## config.mk

```make
export PLATFORM = sky130hd
export DESIGN_NAME = rceb_top
export DESIGN_NICKNAME = d
export VERILOG_FILES = /design/src/rceb_pkg.sv /design/src/rceb_cfg_if.sv /design/src/rceb_regs.sv /design/src/rceb_map.sv /design/src/rceb_top.sv
export VERILOG_INCLUDE_DIRS = /design/src /design/src/src
export SDC_FILE = /design/constraint.sdc
export NUM_CORES = 1
export LEC_CHECK = 0
export ABC_AREA = 1
export BUFFER_PORTS_ARGS = -buffer_cell sky130_fd_sc_hd__buf_2
export CELL_PAD_IN_SITES_DETAIL_PLACEMENT = 0
export CELL_PAD_IN_SITES_GLOBAL_PLACEMENT = 1
export CORE_ASPECT_RATIO = 0.8
export CORE_MARGIN = 1.5
export CORE_UTILIZATION = 48
export DETAILED_ROUTE_END_ITERATION = 10
export PLACE_DENSITY = 0.95
export SLEW_MARGIN = 10
export SYNTH_ARGS = -nofsm -noshare
export SYNTH_HDL_FRONTEND = slang
export SYNTH_SLANG_ARGS = --single-unit
```

## constraint.sdc

```tcl
create_clock -name pclk -period 16.45 [get_ports pclk]
set_input_delay 2.4675 -clock pclk [delete_from_list [all_inputs] [get_ports pclk]]
set_output_delay 2.4675 -clock pclk [all_outputs]
set_load 0.05 [all_outputs]
```

## src/rceb_defines.svh

```systemverilog
// Offsets, field positions, reset values and sizes of the receive channel enable bank
`ifndef RCEB_DEFINES_SVH
`define RCEB_DEFINES_SVH
`define RCEB_OFF_ENABLE_0   12'h000
`define RCEB_OFF_ENABLE_1   12'h004
`define RCEB_OFF_ENABLE_2   12'h008
`define RCEB_OFF_ENABLE_3   12'h00c
`define RCEB_OFF_CONTROL    12'h010
`define RCEB_OFF_STATUS     12'h014
`define RCEB_ENABLE_RESET   32'h0000_0000
`define RCEB_CTRL_RESET     32'h0000_0000
`define RCEB_CTRL_MCSEL     0
`define RCEB_CTRL_RX_ENH    1
`define RCEB_CTRL_TX_ENH    2
`define RCEB_CTRL_PABLK_LO  4
`define RCEB_CTRL_PBBLK_LO  6
`define RCEB_NUM_REGS       4
`define RCEB_NUM_CHANS      128
`define RCEB_HALF           16
`endif

```

## src/rceb_pkg.sv

```systemverilog
// Types of the receive channel enable bank
package rceb_pkg;
  typedef enum logic [1:0] {
    RCEB_MODE_ALL    = 2'h0,
    RCEB_MODE_NORMAL = 2'h1,
    RCEB_MODE_ENH    = 2'h3,
    RCEB_MODE_MIXED  = 2'h2
  } rceb_mode_t;
  typedef logic [31:0] rceb_word_t;
endpackage : rceb_pkg

```

## src/rceb_cfg_if.sv

```systemverilog
// Configuration carried from the register file to the channel mapper
`timescale 1ns/1ps
interface rceb_cfg_if;
  rceb_pkg::rceb_word_t        enable_word [4];
  logic                        rx_multichan_select;
  logic                        rx_enhanced_enable;
  logic                        tx_enhanced_enable;
  logic [1:0]                  rx_part_a_block_sel;
  logic [1:0]                  rx_part_b_block_sel;
  modport regs (output enable_word, rx_multichan_select, rx_enhanced_enable, tx_enhanced_enable,
                output rx_part_a_block_sel, rx_part_b_block_sel);
  modport map  (input enable_word, rx_multichan_select, rx_enhanced_enable, tx_enhanced_enable,
                input rx_part_a_block_sel, rx_part_b_block_sel);
endinterface : rceb_cfg_if

```

## src/rceb_regs.sv

```systemverilog
// APB register file holding the four enable words and the multichannel control
`timescale 1ns/1ps
`include "rceb_defines.svh"
module rceb_regs (
  // Clock and reset
  input  wire logic        pclk,
  input  wire logic        presetn,
  // APB slave
  input  wire logic        psel,
  input  wire logic        penable,
  input  wire logic        pwrite,
  input  wire logic [11:0] paddr,
  input  wire logic [31:0] pwdata,
  input  wire logic [3:0]  pstrb,
  output logic      [31:0] prdata,
  output logic             pready,
  output logic             pslverr,
  // Status from mapper
  input  wire logic [1:0]  mode_code,
  input  wire logic [7:0]  enabled_count,
  // Configuration out
  rceb_cfg_if.regs         cfg
);
  rceb_pkg::rceb_word_t enable_r [4];
  rceb_pkg::rceb_word_t enable_nxt [4];
  logic [31:0]          ctrl_r;
  logic [31:0]          ctrl_nxt;
  logic [31:0]          rdata_r;
  logic [31:0]          rdata_nxt;
  logic                 err_r;
  logic                 err_nxt;
  logic                 access;
  logic [31:0]          wmask;
  logic [31:0]          ctrl_mask;

  assign access    = psel && penable;
  assign pready    = 1'b1;
  assign prdata    = rdata_r;
  assign pslverr   = err_r;
  assign wmask     = {{8{pstrb[3]}}, {8{pstrb[2]}}, {8{pstrb[1]}}, {8{pstrb[0]}}};
  assign ctrl_mask = 32'h0000_00f7;

  always_comb
  begin
    enable_nxt = enable_r;
    ctrl_nxt   = ctrl_r;
    rdata_nxt  = 32'h0000_0000;
    err_nxt    = 1'b0;
    // Response staged in setup so it stands for the whole access phase
    if (psel && !penable)
    begin
      case (paddr)
        `RCEB_OFF_ENABLE_0: rdata_nxt = enable_r[0];
        `RCEB_OFF_ENABLE_1: rdata_nxt = enable_r[1];
        `RCEB_OFF_ENABLE_2: rdata_nxt = enable_r[2];
        `RCEB_OFF_ENABLE_3: rdata_nxt = enable_r[3];
        `RCEB_OFF_CONTROL:  rdata_nxt = ctrl_r;
        `RCEB_OFF_STATUS:
        begin
          rdata_nxt = {22'h00_0000, mode_code, enabled_count};
          err_nxt   = pwrite;
        end
        default:
        begin
          rdata_nxt = 32'h0000_0000;
          err_nxt   = 1'b1;
        end
      endcase
    end
    else if (access)
    begin
      rdata_nxt = rdata_r;
      err_nxt   = err_r;
      case (paddr)
        `RCEB_OFF_ENABLE_0, `RCEB_OFF_ENABLE_1, `RCEB_OFF_ENABLE_2, `RCEB_OFF_ENABLE_3:
        begin
          if (pwrite)
            enable_nxt[paddr[3:2]] = (enable_r[paddr[3:2]] & ~wmask) | (pwdata & wmask);
        end
        `RCEB_OFF_CONTROL:
        begin
          if (pwrite)
            ctrl_nxt = (ctrl_r & ~(wmask & ctrl_mask)) | (pwdata & wmask & ctrl_mask);
        end
        default:
        begin
          err_nxt = err_r;
        end
      endcase
    end
  end

  // Read data staged in setup, shown during access
  always_ff @(posedge pclk or negedge presetn)
  begin
    if (!presetn)
    begin
      enable_r <= '{default: `RCEB_ENABLE_RESET};
      ctrl_r   <= `RCEB_CTRL_RESET;
      rdata_r  <= 32'h0000_0000;
      err_r    <= 1'b0;
    end
    else
    begin
      enable_r <= enable_nxt;
      ctrl_r   <= ctrl_nxt;
      rdata_r  <= rdata_nxt;
      err_r    <= err_nxt;
    end
  end

  assign cfg.enable_word         = enable_r;
  assign cfg.rx_multichan_select = ctrl_r[`RCEB_CTRL_MCSEL];
  assign cfg.rx_enhanced_enable  = ctrl_r[`RCEB_CTRL_RX_ENH];
  assign cfg.tx_enhanced_enable  = ctrl_r[`RCEB_CTRL_TX_ENH];
  assign cfg.rx_part_a_block_sel = ctrl_r[`RCEB_CTRL_PABLK_LO +: 2];
  assign cfg.rx_part_b_block_sel = ctrl_r[`RCEB_CTRL_PBBLK_LO +: 2];
endmodule : rceb_regs

```

## src/rceb_map.sv

```systemverilog
// Channel map: turns enable words and mode into a per-channel receive enable
`timescale 1ns/1ps
`include "rceb_defines.svh"
module rceb_map (
  // Configuration in
  rceb_cfg_if.map        cfg,
  // Result
  output logic [127:0]   chan_mask,
  output logic [1:0]     mode_code
);
  logic                  enh;
  rceb_pkg::rceb_mode_t  mode;

  assign enh = cfg.rx_enhanced_enable && cfg.tx_enhanced_enable;

  always_comb
  begin
    if (!cfg.rx_multichan_select)
      mode = rceb_pkg::RCEB_MODE_ALL;
    else if (enh)
      mode = rceb_pkg::RCEB_MODE_ENH;
    else
      mode = rceb_pkg::RCEB_MODE_NORMAL;
  end
  assign mode_code = mode;

  genvar ch;
  generate
    for (ch = 0; ch < `RCEB_NUM_CHANS; ch = ch + 1)
    begin : g_chan
      localparam int BLK = ch / `RCEB_HALF;
      localparam int BIT = ch % `RCEB_HALF;
      logic sel_bit;
      always_comb
      begin
        case (mode)
          rceb_pkg::RCEB_MODE_ALL: sel_bit = 1'b1;
          rceb_pkg::RCEB_MODE_ENH: sel_bit = cfg.enable_word[ch / 32][ch % 32];
          rceb_pkg::RCEB_MODE_NORMAL:
          begin
            if ((BLK % 2) == 0)
              sel_bit = (cfg.rx_part_a_block_sel == 2'(BLK / 2)) && cfg.enable_word[0][BIT];
            else
              sel_bit = (cfg.rx_part_b_block_sel == 2'(BLK / 2)) && cfg.enable_word[0][16 + BIT];
          end
          default: sel_bit = 1'b0;
        endcase
      end
      assign chan_mask[ch] = sel_bit;
    end
  endgenerate
endmodule : rceb_map

```

## src/rceb_top.sv

```systemverilog
// Receive channel enable bank: APB registers, channel map, selected-channel lookup
`timescale 1ns/1ps
`include "rceb_defines.svh"
module rceb_top (
  // Clock and reset
  input  wire logic        pclk,
  input  wire logic        presetn,
  // APB slave
  input  wire logic        psel,
  input  wire logic        penable,
  input  wire logic        pwrite,
  input  wire logic [11:0] paddr,
  input  wire logic [31:0] pwdata,
  input  wire logic [3:0]  pstrb,
  output logic      [31:0] prdata,
  output logic             pready,
  output logic             pslverr,
  // Receiver channel query
  input  wire logic [6:0]  rx_chan_num,
  output logic             rx_chan_enabled,
  output logic [127:0]     rx_chan_mask
);
  rceb_cfg_if            cfg ();
  logic [127:0]          mask_w;
  logic [1:0]            mode_w;
  logic [7:0]            count_r;
  logic [7:0]            count_nxt;
  logic [127:0]          mask_r;
  logic                  hit_r;
  logic                  hit_nxt;

  rceb_regs u_regs (
    .pclk          (pclk),
    .presetn       (presetn),
    .psel          (psel),
    .penable       (penable),
    .pwrite        (pwrite),
    .paddr         (paddr),
    .pwdata        (pwdata),
    .pstrb         (pstrb),
    .prdata        (prdata),
    .pready        (pready),
    .pslverr       (pslverr),
    .mode_code     (mode_w),
    .enabled_count (count_r),
    .cfg           (cfg.regs)
  );

  rceb_map u_map (
    .cfg       (cfg.map),
    .chan_mask (mask_w),
    .mode_code (mode_w)
  );

  // Population count of enabled channels
  always_comb
  begin
    count_nxt = 8'h00;
    for (int i = 0; i < `RCEB_NUM_CHANS; i++)
      count_nxt = count_nxt + 8'(mask_w[i]);
    hit_nxt = mask_w[rx_chan_num];
  end

  always_ff @(posedge pclk or negedge presetn)
  begin
    if (!presetn)
    begin
      count_r <= 8'h00;
      mask_r  <= 128'h0;
      hit_r   <= 1'b0;
    end
    else
    begin
      count_r <= count_nxt;
      mask_r  <= mask_w;
      hit_r   <= hit_nxt;
    end
  end

  assign rx_chan_mask    = mask_r;
  assign rx_chan_enabled = hit_r;

  a_off_all_on: assert property (@(posedge pclk) disable iff (!presetn)
    !cfg.rx_multichan_select |=> (rx_chan_mask == {128{1'b1}}))
    else $error("channels not all enabled with select clear");
  a_enh_linear: assert property (@(posedge pclk) disable iff (!presetn)
    (cfg.rx_multichan_select && cfg.rx_enhanced_enable && cfg.tx_enhanced_enable)
    |=> (rx_chan_mask == {$past(cfg.enable_word[3]), $past(cfg.enable_word[2]),
                          $past(cfg.enable_word[1]), $past(cfg.enable_word[0])}))
    else $error("enhanced mapping wrong");
  a_norm_part_a: assert property (@(posedge pclk) disable iff (!presetn)
    (cfg.rx_multichan_select && !(cfg.rx_enhanced_enable && cfg.tx_enhanced_enable))
    |=> (rx_chan_mask[$past(cfg.rx_part_a_block_sel) * 32 +: 16] == $past(cfg.enable_word[0][15:0])))
    else $error("partition A mapping wrong");
  a_norm_part_b: assert property (@(posedge pclk) disable iff (!presetn)
    (cfg.rx_multichan_select && !(cfg.rx_enhanced_enable && cfg.tx_enhanced_enable))
    |=> (rx_chan_mask[$past(cfg.rx_part_b_block_sel) * 32 + 16 +: 16] == $past(cfg.enable_word[0][31:16])))
    else $error("partition B mapping wrong");
  a_norm_count: assert property (@(posedge pclk) disable iff (!presetn)
    (cfg.rx_multichan_select && !(cfg.rx_enhanced_enable && cfg.tx_enhanced_enable))
    |=> (count_r <= 8'd32))
    else $error("normal mode enables over 32 channels");
  a_norm_only_w0: assert property (@(posedge pclk) disable iff (!presetn)
    (cfg.rx_multichan_select && !(cfg.rx_enhanced_enable && cfg.tx_enhanced_enable)
     && cfg.enable_word[0] == 32'h0) |=> (rx_chan_mask == 128'h0))
    else $error("normal mode uses more than first word");
  a_mode_select: assert property (@(posedge pclk) disable iff (!presetn)
    mode_w == {cfg.rx_multichan_select && cfg.rx_enhanced_enable && cfg.tx_enhanced_enable,
               cfg.rx_multichan_select})
    else $error("mode code wrong");
  a_query_hit: assert property (@(posedge pclk) disable iff (!presetn)
    1'b1 |=> (rx_chan_enabled == $past(mask_w[rx_chan_num])))
    else $error("channel query wrong");
  a_write_store: assert property (@(posedge pclk) disable iff (!presetn)
    (psel && penable && pwrite && paddr == `RCEB_OFF_ENABLE_1 && pstrb == 4'hf)
    |=> (cfg.enable_word[1] == $past(pwdata)))
    else $error("enable word write lost");
endmodule : rceb_top

```

==> results.ini, run 1 <==
[run_status]
status=finished clean

[die]
start_util_pct=49.20
die_h_um=178.0
die_width_um=221.8
die_area_um2=39480
rows=63
ios=223
core-area_um2=37360

[final_layout]
n_antenna_cell=0
syn_to_final_growth_pct=14.06
fin_area_um2=20970
fin_util_pct=56.11
final_nets=2598
fillers=3503
stdcell_count=2909
drive_gt1_share_pct=12.96

[worst_setup_path]
cp-end-kind=flip-flop
slowest_stage=buf_4
crit_path_start_kind=flip-flop
crit_type=reg2reg
required_ps=16930
path_buf_inv=9
arrival_ps=9990
crit_top_cell=fa_1
crit_family=adder cells
cpPeakStageDelay_ps=700
worstPathMaxFanout=85

[route]
dr_total_vias=17110
ant_nets=0
via_per_inst=5.882
routed_wl_um=71180
drt_iter0_markers=2242
route.detailed.wl_per_inst_um=24.47
drc=0
drt_first_pass_iters=6

[global_route]
grt_pass1_vias=16628
antenna_found_initial=1
grt-ovfl-total=0
grt_start_max_net_pins=97
grtUsageTotal_pct=36.18
grt_pass1_wl_um=105600

[sta]
worst_pin_slew_ps=973.6
fmax_mhz=105.2
setup_viol=0
finalSetupTns_ps=0
slew_viol_final=0
setup_ws_ps=6941
min_period_over_period_pct=57.81
final_hold_viol_count=0
holdWs_ps=491.7
skew_ps=17.33
fin_crit_ps=9509
relSlewSlack_pct=35.09
rsz0062_at_grt=no

[synth]
netlist_area_um2=18380
synthArstFlopShare_pct=100.0
yosysMostFrequentCell=nand2_1
netlist_top_cells_area=dfrtp_1 (42%), fa_1 (13%), nand2_1 (11%)
syn_avg_cell_area_um2=8.217
yosys-top-cells-count=nand2_1 (541), inv_1 (343), dfrtp_1 (305), nand3_1 (296), o21ai_1 (138)
syn-instance-count=2237
synthFlopType=dfrtp_1
yosysWarnings=0
synth-seq-cells=305
yosysTopAreaCellShare_pct=41.52
yosysTopAreaCell=dfrtp_1
syn_nets=2437
synth-edff-count=0
synthDistinctLibCells=35
seq_area_frac_synth_pct=41.52

[clocking]
htreeDepth=1
cts_tree=yes
clk_path_buf_depth=3
clk_latency_ps=600
clk_pin_slew_worst_paths_ps=70
numCtsBuffers=31
post_cts_resized=0
cts_sinks=305
clockRootBuffer=clkbuf_16
hold_buffers=0
postCtsSetupBuffers=0

[power]
powerDensity_nw_per_um2=78.62
p_leak_nw=8.949
power_mw=1.648
ir_drop_mv=0.07212

[placement]
dp_cells=2851
numPortBuffers=221
placed_cell_area_um2=19810
hpwl_um=54060
gp_congestion=1.038
place_ws_ps=7059

[min_path]
hold_path_class=reg2reg
min_from=u_regs.cfg.enable_word[34]$_DFFE_PN0P_

[flow_run]
cap_violations=0

==> routing by layer <==
metal / global-route usage [%] / up-vias / part of all wire (%)
met1: 46.82 / 8355 / 39
met3: 9.603 / 210 / 10
met4: 13.38 / 2 / 4.4
met5: 0 / - / 0.015
met2: 58.82 / 1001 / 46
li1: - / 7542 / -
==> flip-flops by register name (all words and copies together), names as in the netlist, named ones only <==
name	count
u_regs.pslverr	1
rx_chan_mask	128
u_regs.cfg.enable_word	128
u_regs.prdata	32
count_r	8
rx_chan_enabled	1
==> where the power goes <==
group / leakage (nW) / switching, mW / internal, mW
sequential: 3.58 / 0.00289 / 0.753
clock: 0.542 / 0.323 / 0.469
combinational: 4.82 / 0.0758 / 0.0247
total: 8.95 / 0.401 / 1.25
==> final timing paths <==
kind	end	slack (ps)	cells after the start
worst max-delay path	count_r[6]$_DFF_PN0_	6940	29
worst min register to register	u_regs.cfg.enable_word[34]$_DFFE_PN0P_	490	2
worst min-delay path	u_regs.cfg.enable_word[34]$_DFFE_PN0P_	490	2
max in group asynchronous	rx_chan_mask[60]$_DFF_PN0_	12390	3
min in group asynchronous	u_regs.prdata[3]$_DFFE_PN0P_	1850	1
worst max register to register	count_r[6]$_DFF_PN0_	6940	29
==> kinds of logic (layout without fill, tap and decap cells) <==
kind of cell    count (synthesis)  count (layout)  synth area share (%)
fa+ha+maj                     140             140                 14.23
mux                             2               2                0.1225
other cells                     1               1               0.02040
simple gates                  921             921                 22.03
xor+xnor                        5               5                0.2382
buf+inv                       469             654                 9.897
compound gates                394             394                 11.95
flops                         305             305                 41.52
==> cells in the final DEF, fill, tap and decap left out, drive strengths merged, types with 40 or more instances in the layout <==
cell	n
o21ai	261
clkbuf	40
nand3	300
buf	250
and2	42
inv	349
fa	115
nand2	541
o22ai	80
dfrtp	305
==> tightest hold or removal path: stages (launching register included) <==
cell and delay (ps):
dfrtp_1 350, nand2_1 50, o21ai_1 60
==> area by class of cell <==
type                    instances  area [um^2]  share of cell area [%]
repair buffers                250         1354                   6.457
well taps                     487        609.3                   2.906
clock inverters                17        296.5                   1.414
multi-input cells            1463         8942                   42.65
inverters                     347         1303                   6.212
clock buffers                  40        829.5                   3.957
flip-flops and latches        305         7632                   36.40
Note: power is estimated with default switching activity, not from simulation.
==> run 2: changes to the inputs <==
--- a/config.mk
+++ b/config.mk
@@ -12,9 +12,9 @@
 export CELL_PAD_IN_SITES_GLOBAL_PLACEMENT = 1
 export CORE_ASPECT_RATIO = 0.8
 export CORE_MARGIN = 1.5
-export CORE_UTILIZATION = 48
+export CORE_UTILIZATION = 44
 export DETAILED_ROUTE_END_ITERATION = 10
-export PLACE_DENSITY = 0.95
+export PLACE_DENSITY = 0.88
 export SLEW_MARGIN = 10
 export SYNTH_ARGS = -nofsm -noshare
 export SYNTH_HDL_FRONTEND = slang
==> constraint.sdc (replaced) <==
create_clock -name pclk -period 9.85 [get_ports pclk]
set_input_delay 1.4775 -clock pclk [delete_from_list [all_inputs] [get_ports pclk]]
set_output_delay 1.4775 -clock pclk [all_outputs]
set_load 0.05 [all_outputs]
==> results.ini, run 2 (synthesis gave the netlist of run 1 again) <==
[run_status]
status=finished clean

[final_layout]
final_nets=2596  ; -0.077%
fin_util_pct=51.40  ; -4.7 points
layout_common_cells=nand2_1 (538), inv_1 (343), dfrtp_1 (305)
final_common_cell=nand2_1
fillers=4010  ; +14%
n_antenna_cell=0  ; unchanged
drive_gt1_share_pct=13.26  ; +0.29 points
syn_to_final_growth_pct=14.54

[clocking]
htreeDepth=1  ; unchanged
post_cts_resized=0  ; unchanged
clockRootBuffer=clkbuf_16
postCtsSetupBuffers=0  ; unchanged
numCtsBuffers=31  ; unchanged
cts_tree=yes
cts_sinks=305  ; unchanged
clk_path_buf_depth=3  ; unchanged
hold_buffers=0  ; unchanged
clk_pin_slew_worst_paths_ps=80  ; about the same
clk_latency_ps=610  ; about the same

[worst_setup_path]
crit_type=reg2reg
crit_top_cell=fa_1
cpPeakStageDelay_ps=970  ; +270 ps
slowest_stage=o21ai_1
arrival_ps=9190  ; -800 ps
worstPathMaxFanout=16  ; -81%
crit_family=adder cells
path_buf_inv=5  ; -4
required_ps=10340  ; -6590 ps
path_cells=o21ai_1 > a21oi_1 > fa_1 > fa_1 > fa_1 > inv_1 > fa_1 > fa_1 > inv_1 > fa_1 > inv_1 > fa_1 > fa_1 > fa_1 > inv_1 > fa_1 > inv_1 > fa_1 > a31oi_1 > nor2_1 > o21ai_0 > nand2_1 > xor2_1
crit_path_start_kind=flip-flop
cp-end-kind=flip-flop

[sta]
setup_viol=0  ; unchanged
fin_crit_ps=8699  ; -809.5 ps
skew_ps=16.64  ; -0.6892 ps
setup_ws_ps=1151  ; -5790 ps
rsz0062_at_grt=no
holdWs_ps=491.5  ; -0.2640 ps
slew_viol_final=0  ; unchanged
finalSetupTns_ps=0  ; unchanged
min_period_over_period_pct=88.32  ; +31 points
final_hold_viol_count=0  ; unchanged
fmax_mhz=115.0  ; +9.3%
relSlewSlack_pct=21.43  ; -14 points
worst_pin_slew_ps=1171  ; +197.0 ps

[placement]
numPortBuffers=221  ; unchanged
place_ws_ps=1224  ; -5835 ps
gp_congestion=1.022  ; -1.5%
hpwl_um=55920  ; +3.5%

[global_route]
grt_start_max_net_pins=85  ; -12%
antenna_found_initial=2  ; +1
grt-ovfl-total=0  ; unchanged
grt_pass1_wl_um=107800  ; +2.1%
grtUsageTotal_pct=34.20  ; -2.0 points
grt_pass1_vias=16664  ; +0.22%

[die]
rows=66  ; +4.8%
die_h_um=185.8  ; +4.4%
die_area_um2=43020  ; +9.0%
die_width_um=231.5  ; +4.4%
core-area_um2=40960  ; +9.6%
start_util_pct=44.88  ; -4.3 points
ios=223  ; unchanged

[min_path]
hold_path_class=reg2reg

[route]
routed_wl_um=72870  ; +2.4%
drc=0  ; unchanged
route.detailed.wl_per_inst_um=24.58  ; +0.44%
ant_nets=0  ; unchanged
via_per_inst=5.690  ; -3.3%
dr_total_vias=16870  ; -1.4%
drt_first_pass_iters=7  ; +1
drt_iter0_markers=1911  ; -15%

[power]
powerDensity_nw_per_um2=131.2  ; +67%
ir_drop_mv=0.1109  ; +54%
p_leak_nw=8.954  ; about the same

[flow_run]
cap_violations=0  ; unchanged

## run 2: cell types whose count changed in the layout (fill, tap and decap cells not counted), moves of 3 or more
cell,previous run,this run
nand2_2,0,3
buf_12,0,3
nand2_1,541,538
clkinv_2,0,6
buf_4,28,24
clkbuf_1,7,2
## run 2: tightest hold or removal path: stages, from the launching register on
cell and delay, ps:
dfrtp_1 350, nand2_1 50, o21ai_1 60
## run 2: metrics by stage
stage	instances	area, um^2	power, mW
finish	2965	21050	2.762
global route	2965	21050	2.841
CTS	2965	21050	2.772
detailed placement	2907	19920	1.452
global placement	2907	19920	1.450
floorplan	2237	18380	1.367
## run 2: per-layer routing
layer	track usage, %	share of wire [%]
met3	6.740	8.6
met5	0	0.014
met4	14.64	5.1
met1	45.27	40
met2	54.89	46
## run 2: area by class of cell
class                   instances  area [um^2]  area share [%]
clock inverters                24        335.3           1.593
clock buffers                  34        797.0           3.786
flip-flops and latches        305         7632           36.25
well taps                     544        680.7           3.233
repair buffers                248         1356           6.442
inverters                     347         1303           6.187
multi-input cells            1463         8950           42.51
## run 2: path summary, 6_finish.rpt
| kind | to | depth (start not counted) | from | slack [ps] |
|---|---|---|---|---|
| max in group asynchronous | u_regs.cfg.enable_word[122]$_DFFE_PN0P_ | 3 | presetn | 6670 |
| worst min-delay path | u_regs.cfg.enable_word[19]$_DFFE_PN0P_ | 2 | u_regs.cfg.enable_word[19]$_DFFE_PN0P_ | 490 |
| worst max-delay path | count_r[6]$_DFF_PN0_ | 23 | flip-flop | 1150 |
| worst min register to register | u_regs.cfg.enable_word[19]$_DFFE_PN0P_ | 2 | u_regs.cfg.enable_word[19]$_DFFE_PN0P_ | 490 |
| min in group asynchronous | u_regs.cfg.enable_word[101]$_DFFE_PN0P_ | 1 | presetn | 830 |
| worst max register to register | count_r[6]$_DFF_PN0_ | 23 | flip-flop | 1150 |
## run 2: report_power, final
group | switching, mW | internal (mW)
Clock | 0.557 | 0.774
Combinational | 0.130 | 0.0405
Sequential | 0.00329 | 1.26
Total | 0.690 | 2.07
